File: src/pkg/hbu_pkg.sv
// Shared constants and types for the host bus unit.
package hbu_pkg;

  // Width of the pin vector passed through the two-flop synchroniser.
  localparam int HBU_SYNC_W = 63;

  // Width of the base address compared against address bits 15 to 4.
  localparam int HBU_BASE_W = 12;

  // Word index presented to the core for a data port (central decode) access.
  localparam logic [1:0] HBU_DATA_PORT_IDX = 2'h2;

  // All four byte lanes active.
  localparam logic [3:0] HBU_ALL_LANES = 4'hF;

  // Reset values of the latched address path and the data outputs.
  localparam logic [15:1] HBU_ADDR_RST = 15'h0000;
  localparam logic [3:0] HBU_LANE_N_RST = 4'hF;
  localparam logic [31:0] HBU_DATA_RST = 32'h00000000;
  localparam logic [1:0] HBU_IDX_RST = 2'h0;

  // Bus handshake states.
  typedef enum logic [2:0] {
    HBU_IDLE = 3'b000,
    HBU_AREAD = 3'b001,
    HBU_AHOLD = 3'b010,
    HBU_VFETCH = 3'b011,
    HBU_VHOLD = 3'b100,
    HBU_BURST = 3'b101,
    HBU_BFETCH = 3'b110
  } hbu_state_t;

endpackage

File: src/hw/hbu_sync.sv
// Two-flop synchroniser bank for pins arriving from outside the clock domain.
module hbu_sync #(
  parameter int WIDTH = 1
) (
  input wire logic i_clk,
  input wire logic i_arst_n,
  input wire logic [WIDTH-1:0] i_async,
  output logic [WIDTH-1:0] o_sync
);

  // One independent two-stage chain per bit; the first stage feeds only the second.
  genvar g;
  generate
    for (g = 0; g < WIDTH; g++) begin : g_bit
      logic meta_q;
      always_ff @(posedge i_clk or negedge i_arst_n) begin
        if (!i_arst_n) begin
          meta_q <= 1'b0;
          o_sync[g] <= 1'b0;
        end else begin
          meta_q <= i_async[g];
          o_sync[g] <= meta_q;
        end
      end
    end
  endgenerate

endmodule

File: src/hw/hbu_host_bus_unit.sv
// Host bus unit: asynchronous, single-cycle synchronous and burst host access to 16 I/O locations.
module hbu_host_bus_unit (
  input wire logic i_mclk,
  input wire logic i_arst_n,
  input wire logic i_bus_clk,
  input wire logic i_address_strobe_n,
  input wire logic i_address_qualifier,
  input wire logic [15:1] i_addr,
  input wire logic [3:0] i_lane_enable_n,
  input wire logic i_data_port_select_n,
  input wire logic i_async_read_strobe_n,
  input wire logic i_async_write_strobe_n,
  input wire logic i_cycle_qualifier_n,
  input wire logic i_sync_write_read,
  input wire logic i_host_ready_return_n,
  input wire logic i_sync_mode_select,
  input wire logic i_bus_8bit,
  input wire logic i_bus_32bit,
  input wire logic [31:0] i_data,
  output logic [31:0] o_data,
  output logic o_data_oe,
  output logic o_local_select_out_n,
  output logic o_async_wait_n,
  output logic o_device_ready_n,
  input wire logic [hbu_pkg::HBU_BASE_W-1:0] i_base_addr,
  input wire logic [31:0] i_reg_rdata,
  input wire logic i_reg_rvalid,
  output logic [1:0] o_reg_addr,
  output logic [3:0] o_reg_lanes,
  output logic [31:0] o_reg_wdata,
  output logic o_reg_wr,
  output logic o_reg_rd,
  output logic o_reg_data_port
);
  import hbu_pkg::*;

  // Synchronised copies of the host pins carry the _s suffix.
  logic [HBU_SYNC_W-1:0] sync_s;
  logic bclk_s, ads_n_s, aen_s, dcs_n_s, rd_n_s, wr_n_s, cyc_n_s, swr_s, rtn_n_s, mode_s, b8_s, b32_s;
  logic ads_s, dcs_s, rd_s, wr_s, cyc_s, rtn_s;
  logic [15:1] a_s;
  logic [3:0] be_n_s;
  logic [31:0] data_s;
  logic bclk_prev_q, rd_prev_q, wr_prev_q;
  logic [15:1] lat_a_q;
  logic lat_aen_q;
  logic [3:0] lat_be_n_q;
  logic dport, target, hit, swap, be1_n;
  logic [3:0] lanes;
  logic [1:0] idx;
  logic bclk_rise, rd_lead, rd_trail, wr_trail;
  logic a_rd, a_wr, v_start, v_wr, b_beat, b_rd, b_wr, issue_rd, issue_wr;
  logic vwr_q, swap_q;
  logic [31:0] rd_bus;
  hbu_state_t state_q;

  // Every host pin and strap crosses into the core clock through two flops.
  // Active-low pins other than the lane enables are inverted before the bank, so a cleared flop reads as idle.
  // Without this a strobe would seem to fall and rise just after reset and could start a false access.
  hbu_sync #(
    .WIDTH(HBU_SYNC_W)
  ) u_sync (
    .i_clk(i_mclk),
    .i_arst_n(i_arst_n),
    .i_async({i_bus_clk, ~i_address_strobe_n, i_address_qualifier, i_addr, i_lane_enable_n,
              ~i_data_port_select_n, ~i_async_read_strobe_n, ~i_async_write_strobe_n,
              ~i_cycle_qualifier_n, i_sync_write_read, ~i_host_ready_return_n, i_sync_mode_select,
              i_bus_8bit, i_bus_32bit, i_data}),
    .o_sync(sync_s)
  );

  // Unpack the synchronised vector in the same order it was packed.
  assign {bclk_s, ads_s, aen_s, a_s, be_n_s, dcs_s, rd_s, wr_s, cyc_s, swr_s,
          rtn_s, mode_s, b8_s, b32_s, data_s} = sync_s;

  // Back to the pin polarity for the logic below.
  assign {ads_n_s, dcs_n_s, rd_n_s, wr_n_s, cyc_n_s, rtn_n_s} = ~{ads_s, dcs_s, rd_s, wr_s, cyc_s, rtn_s};

  // Previous samples for edge detection on the already synchronised strobes.
  // The bus clock is only a sampled level; its rise becomes a one-cycle enable for the handshakes.
  always_ff @(posedge i_mclk or negedge i_arst_n) begin
    if (!i_arst_n) begin
      bclk_prev_q <= 1'b0;
      rd_prev_q <= 1'b1;
      wr_prev_q <= 1'b1;
    end else begin
      bclk_prev_q <= bclk_s;
      rd_prev_q <= rd_n_s;
      wr_prev_q <= wr_n_s;
    end
  end

  assign bclk_rise = bclk_s & ~bclk_prev_q;
  assign rd_lead = rd_prev_q & ~rd_n_s;
  assign rd_trail = ~rd_prev_q & rd_n_s;
  assign wr_trail = ~wr_prev_q & wr_n_s;

  // Address latch follows the pins while the strobe is low and freezes on its rise.
  // A host that ties the strobe low therefore sees a permanently open latch.
  // The reset values decode as a miss, so nothing is selected before the first address arrives.
  always_ff @(posedge i_mclk or negedge i_arst_n) begin
    if (!i_arst_n) begin
      lat_a_q <= HBU_ADDR_RST;
      lat_aen_q <= 1'b1;
      lat_be_n_q <= HBU_LANE_N_RST;
    end else if (!ads_n_s) begin
      lat_a_q <= a_s;
      lat_aen_q <= aen_s;
      lat_be_n_q <= be_n_s;
    end
  end

  // Central decode exists only in the 32-bit build and suppresses the local decoder.
  assign dport = b32_s & ~dcs_n_s;
  assign target = ~dport & ~lat_aen_q & (lat_a_q[15:4] == i_base_addr);
  assign hit = dport | target;
  assign idx = dport ? HBU_DATA_PORT_IDX : lat_a_q[3:2];

  // Lane decode. Narrow builds carry the upper word on the low lanes, so the word is swapped.
  // Bytes are never swapped; the board wiring places each byte on its own lane.
  // In the 8-bit build lane 0 acts as the byte address bit and lane 1 follows it inverted.
  always_comb begin
    swap = 1'b0;
    be1_n = b8_s ? ~lat_be_n_q[0] : lat_be_n_q[1];
    if (dport) begin
      lanes = HBU_ALL_LANES;
    end else if (b32_s) begin
      lanes = ~lat_be_n_q;
    end else begin
      swap = lat_a_q[1];
      lanes = swap ? {~be1_n, ~lat_be_n_q[0], 2'b00} : {2'b00, ~be1_n, ~lat_be_n_q[0]};
    end
  end

  // Request generation per access family; the host keeps the other family idle.
  // Burst beats are refused while the host holds ready return low, which is its wait state.
  assign a_rd = (state_q == HBU_IDLE) & rd_lead & hit;
  assign a_wr = (state_q == HBU_IDLE) & wr_trail & hit;
  assign v_start = (state_q == HBU_IDLE) & ~mode_s & bclk_rise & ~cyc_n_s & target
                   & rd_n_s & wr_n_s;
  assign v_wr = (state_q == HBU_VFETCH) & vwr_q & bclk_rise;
  assign b_beat = ((state_q == HBU_IDLE) | (state_q == HBU_BURST)) & mode_s & dport & bclk_rise
                  & rtn_n_s & (~swr_s | ~cyc_n_s);
  assign b_rd = b_beat & ~swr_s;
  assign b_wr = b_beat & swr_s;
  assign issue_rd = a_rd | (v_start & ~swr_s) | b_rd;
  assign issue_wr = a_wr | v_wr | b_wr;
  assign rd_bus = swap_q ? {i_reg_rdata[15:0], i_reg_rdata[31:16]} : i_reg_rdata;

  // Core request port: one-cycle strobes with address, lanes and write data alongside.
  // The swap is frozen with each strobe so the read answer uses the swap of its own request.
  always_ff @(posedge i_mclk or negedge i_arst_n) begin
    if (!i_arst_n) begin
      o_reg_rd <= 1'b0;
      o_reg_wr <= 1'b0;
      o_reg_addr <= HBU_IDX_RST;
      o_reg_lanes <= 4'h0;
      o_reg_wdata <= HBU_DATA_RST;
      o_reg_data_port <= 1'b0;
      swap_q <= 1'b0;
    end else begin
      o_reg_rd <= issue_rd;
      o_reg_wr <= issue_wr;
      if (issue_rd || issue_wr) begin
        o_reg_addr <= idx;
        o_reg_lanes <= lanes;
        o_reg_data_port <= dport;
        swap_q <= swap;
        o_reg_wdata <= swap ? {data_s[15:0], data_s[31:16]} : data_s;
      end
    end
  end

  // Local select is registered so the output comes from a flop, one core cycle behind the latched address.
  // Data port accesses never assert it, since central decode bypasses the local decoder.
  always_ff @(posedge i_mclk or negedge i_arst_n) begin
    if (!i_arst_n) begin
      o_local_select_out_n <= 1'b1;
    end else begin
      o_local_select_out_n <= ~target;
    end
  end

  // Bus handshake machine: waits, ready, and the read data drive.
  // Asynchronous reads win over a synchronous start, which the host must never overlap anyway.
  always_ff @(posedge i_mclk or negedge i_arst_n) begin
    if (!i_arst_n) begin
      state_q <= HBU_IDLE;
      vwr_q <= 1'b0;
      o_data <= HBU_DATA_RST;
      o_data_oe <= 1'b0;
      o_async_wait_n <= 1'b1;
      o_device_ready_n <= 1'b1;
    end else begin
      unique case (state_q)
        HBU_IDLE: begin
          if (a_rd) begin
            o_async_wait_n <= 1'b0;
            state_q <= HBU_AREAD;
          end else if (v_start) begin
            vwr_q <= swr_s;
            state_q <= HBU_VFETCH;
          end else if (b_rd) begin
            o_device_ready_n <= 1'b0;
            state_q <= HBU_BFETCH;
          end else if (b_wr) begin
            state_q <= HBU_BURST;
          end
        end
        HBU_AREAD: begin
          // A strobe that rises before the core answers aborts the read; a late answer is dropped.
          if (rd_n_s) begin
            o_async_wait_n <= 1'b1;
            state_q <= HBU_IDLE;
          end else if (i_reg_rvalid) begin
            o_data <= rd_bus;
            o_data_oe <= 1'b1;
            o_async_wait_n <= 1'b1;
            state_q <= HBU_AHOLD;
          end
        end
        HBU_AHOLD: begin
          // The host samples on the strobe rise, so the bus is released only after it.
          if (rd_trail) begin
            o_data_oe <= 1'b0;
            state_q <= HBU_IDLE;
          end
        end
        HBU_VFETCH: begin
          // A write waits for the next bus clock rise, by which time the host data has settled.
          if (v_wr) begin
            o_device_ready_n <= 1'b0;
            state_q <= HBU_VHOLD;
          end else if (!vwr_q && i_reg_rvalid) begin
            o_data <= rd_bus;
            o_data_oe <= 1'b1;
            o_device_ready_n <= 1'b0;
            state_q <= HBU_VHOLD;
          end
        end
        HBU_VHOLD: begin
          // Ready and read data stand until the host returns ready on a bus clock rise.
          if (bclk_rise && !rtn_n_s) begin
            o_device_ready_n <= 1'b1;
            o_data_oe <= 1'b0;
            state_q <= HBU_IDLE;
          end
        end
        HBU_BFETCH: begin
          // Device ready stays low as a wait state until the core answers.
          if (i_reg_rvalid) begin
            o_data <= rd_bus;
            o_data_oe <= 1'b1;
            o_device_ready_n <= 1'b1;
            state_q <= HBU_BURST;
          end
        end
        HBU_BURST: begin
          // Both strobes high on a bus clock rise end the burst; a write beat releases the bus.
          if (bclk_rise && swr_s && cyc_n_s) begin
            o_data_oe <= 1'b0;
            state_q <= HBU_IDLE;
          end else if (b_rd) begin
            o_device_ready_n <= 1'b0;
            state_q <= HBU_BFETCH;
          end else if (b_wr) begin
            o_data_oe <= 1'b0;
          end
        end
        default: begin
          state_q <= HBU_IDLE;
        end
      endcase
    end
  end

endmodule

File: config.mk
export PLATFORM = sky130hd
export DESIGN_NAME = hbu_host_bus_unit
export DESIGN_NICKNAME = d
export VERILOG_FILES = /design/src/pkg/hbu_pkg.sv /design/src/hw/hbu_sync.sv /design/src/hw/hbu_host_bus_unit.sv
export SDC_FILE = /design/constraint.sdc
export NUM_CORES = 1
export LEC_CHECK = 0
export ABC_AREA = 1
export BUFFER_PORTS_ARGS = -buffer_cell sky130_fd_sc_hd__buf_4
export CAP_MARGIN = 20
export CORE_MARGIN = 1
export CORE_UTILIZATION = 58
export CTS_CLUSTER_DIAMETER = 50
export DETAILED_ROUTE_END_ITERATION = 10
export PLACE_DENSITY_LB_ADDON = 0.08
export SLEW_MARGIN = 20
export SYNTH_ARGS = -nofsm -noshare
export SYNTH_HDL_FRONTEND = slang
export SYNTH_SLANG_ARGS = --single-unit
File: constraint.sdc
create_clock -name i_mclk -period 4.7 [get_ports i_mclk]
set_input_delay 0.47 -clock i_mclk [delete_from_list [all_inputs] [get_ports i_mclk]]
set_output_delay 0.47 -clock i_mclk [all_outputs]
set_load 0.01 [all_outputs]
==> results.py <==
metrics = {
    "layout": {
        "mostFrequentLayoutCells": "221 x dfrtp_1, 219 x nand2_1, 191 x buf_4",
        "drive_gt1_share_pct": 24.13,
        "final_common_cell": "dfrtp_1",
        "diodes": 0,
        "final_nets": 1154,
        "stdcell_area_sq_um": 10880,
        "synthToLayoutAreaGrowth_pct": 27.83,
        "fill_cells": 964,
    },
    "clocking": {
        "htree_levels": 1,
        "cts-buffers-inserted": 23,
        "cts_tree": "built",
        "clkTransAtPathRegs_ps": 60,
        "clock_latency_ps": 510,
        "cts_resized": 0,
        "cts_root_buf": "clkbuf_16",
        "cts_sinks": 231,
        "clk_path_buf_depth": 3,
    },
    "hold_path": {
        "hp-start": "i_addr[4]",
        "min_path_type": "input port to register",
        "holdPathStages": 1,
        "hold_end": "u_sync.g_bit[48].meta_q",
    },
    "grt": {
        "use_met3_pct": 4.428,
        "grt.total_usage_pct": 23.74,
        "grt_pass1_wl_um": 27860,
        "antenna_found_initial": 0,
        "top_usage_layer": "met2",
        "grt_start_max_net_pins": 137,
        "overflow": 0,
        "grt_pass1_vias": 5863,
        "use_met2_pct": 39.59,
        "grt_util_met1_pct": 32.61,
    },
    "synthesis": {
        "synth-simple-area-share_pct": 17.16,
        "yosysWarningCount": 0,
        "synth_mux_area_share_pct": 0.2499,
        "yosysSeqAreaShare_pct": 68.07,
        "syn_inst": 859,
        "synth_top_family_by_area": "simple AND/OR/NAND/NOR gates",
        "synth_cell_types": 33,
        "syn_nets": 969,
        "yosys-top-cells-area": "dfrtp_1 65%, nand2_1 9.7%, o21ai_0 4.7%, inv_1 4.0%, nand3_1 3.2%",
        "syn_area_per_cell_sq_um": 9.908,
        "synth_top_area_share_pct": 64.98,
        "synth_xor_xnor_area_share_pct": 0.1029,
        "ys_seq_elements": 231,
        "synth_compound_area_share_pct": 8.350,
        "synthAdderAreaFrac_pct": 0,
        "synth_top_cell_by_area": "dfrtp_1",
        "syn_area_sq_um": 8511,
    },
    "outcome": {
        "status": "completed",
    },
    "floorplanning": {
        "core_area_sq_um": 14100,
        "die_w_um": 123.1,
        "initial_core_util_pct": 60.38,
        "die_y_um": 123.1,
        "io_pins": 187,
        "die-area_sq_um": 15160,
        "rows": 43,
    },
    "setup_path": {
        "worst-path-buf-inv": 3,
        "cpMaxStageDelayCell": "nand2_2",
        "cp_max_fo": 42,
        "r2r_slack_ps": 1960,
        "cp-start-kind": "register",
        "r2r_end": "o_reg_wdata[0]",
        "crit_chain": "inv_1 > nor2_1 > inv_1 > nor3_1 > nand3_1 > o21ai_2 > nor2_4 > buf_4 > nand2_2 > nand2_1 > nand2_1",
        "crit_family": "simple AND/OR/NAND/NOR gates",
        "crit_type": "register to register",
        "r2r_cells": 11,
        "crit_arrival_ps": 3190,
        "required_ps": 5150,
        "cpPeakStageDelay_ps": 590,
        "cp-end-kind": "register",
        "reg2reg_from": "u_sync.o_sync[62]",
    },
    "sta": {
        "whs_ps": 59.59,
        "finalMaxSlewViolations": 0,
        "finalClockSkew_ps": 13.96,
        "rsz0062_at_grt": "false",
        "fin_crit_ps": 2737,
        "min_period_over_period_pct": 58.24,
        "maxSlewHeadroom_pct": 41.89,
        "setup_viol_count_final": 0,
        "fmax_mhz": 365.3,
        "worst_slew_pin_slew_ps": 870.7,
        "final-hold-violation-count": 0,
        "setup_tns_ps": 0,
    },
    "pwr": {
        "power_leakage_nw": 5.611,
        "vdd_drop_max_mv": 0.3737,
        "p_per_area_nw_per_um2": 565.2,
    },
    "detailed_routing": {
        "ant_nets": 0,
        "drt-initial-drc-count": 506,
        "drc": 0,
        "drtPass1Iterations": 5,
        "vias": 6242,
        "viasPerCell": 5.030,
        "drt-total-wl_um": 17540,
        "wl_per_cell_um": 14.13,
    },
    "placed_design": {
        "dpl_cell_area_sq_um": 10060,
        "place_congestion": 0.8882,
        "hpwl_um": 11490,
        "io_buffer_count": 186,
    },
    "job": {
        "maxCapViolCount": 0,
    },
}
==> cells in the mapped netlist <==
cell,n
dfrtp_1,221
nand2_1,219
inv_1,91
o21ai_0,80
nor2_1,67
nand3_1,54
a21oi_1,51
clkbuf_1,16
buf_2,14
dfstp_2,10
nor3_1,5
buf_4,4
inv_2,3
nand2_2,3
nand4_1,3
a21oi_2,1
a22o_1,1
a31oi_1,1
buf_1,1
mux2_2,1
mux2i_1,1
nor2_2,1
nor2_4,1
nor3_2,1
nor3b_1,1
o211ai_1,1
o21a_1,1
o21ai_2,1
o21bai_1,1
or2_0,1
or2_1,1
or2_2,1
xnor2_1,1
==> metrics by stage <==
step	util, %	setup WS, ps	instances	power [mW]
global route	77.18	1653	1241	6.507
global placement	71.34	1970	1197	4.282
detailed placement	71.34	1889	1197	4.327
CTS	76.91	1924	1239	6.197
floorplan	-	2988	859	3.502
finish	77.18	1963	1241	6.149
==> what timing repair did <==
action / 4_1_cts / 5_1_grt
hold endpoints to repair: 0 / 30
hold buffers: 0 / 1
setup buffers: 0 / 0
==> metal layers <==
metal | part of all wire [%] | routed length [um]
met5 | 0 | 0
met4 | 1.5 | 262
met3 | 6.5 | 1145
met2 | 48 | 8389
met1 | 44 | 7742
==> state kept, by name, summed over array words and instances, names as in the netlist, 2 cells and up <==
name                 count
u_sync.g_bit.meta_q     63
o_reg_lanes              4
state_q                  3
o_data                  32
lat_be_n_q               4
lat_a_q                 15
o_reg_addr               2
u_sync.o_sync           63
o_reg_wdata             32
==> power breakdown <==
| group | switching, mW | total (mW) | internal, mW |
|---|---|---|---|
| Combinational | 0.904 | 1.66 | 0.756 |
| Sequential | 0.242 | 2.64 | 2.40 |
| Clock | 0.747 | 1.85 | 1.10 |
| Total | 1.89 | 6.15 | 4.25 |
==> area by class of cell <==
type / instances / area (sq um) / area share (%)
Clock inverter: 10 / 126.4 / 1.162
Multi-Input combinational cell: 499 / 2216 / 20.37
Inverter: 94 / 352.8 / 3.243
Sequential cell: 231 / 5793 / 53.25
Tap cell: 180 / 225.2 / 2.070
Timing Repair Buffer: 195 / 1506 / 13.85
Clock buffer: 32 / 659.4 / 6.061
==> worst reg2reg max path, cell delays in order, from the launching register on <==
cell,delay (ps)
dfrtp_1,350
inv_1,50
nor2_1,220
inv_1,140
nor3_1,250
nand3_1,270
o21ai_2,250
nor2_4,40
buf_4,260
nand2_2,600
nand2_1,170
nand2_1,100
==> how the worst max path moves through the flow <==
stage	startpoint	to	depth (start not counted)
floorplan	i_base_addr[3]	swap_q	12
global placement	i_base_addr[11]	o_reg_wdata[7]	14
detailed placement	i_base_addr[3]	o_reg_wdata[0]	13
CTS	u_sync.o_sync[62]	o_reg_wdata[0]	11
global route	state_q[0]	o_reg_wdata[0]	10
finish	u_sync.o_sync[62]	o_reg_wdata[0]	11
==> cells by family (layout without fill, tap and decap cells) <==
kind of cell    Yosys count  count (layout)
simple gates            358             358
flops                   231             231
compound gates          138             138
buf+inv                 129             331
mux                       2               2
xor+xnor                  1               1
(Power assumes the default switching activity.)
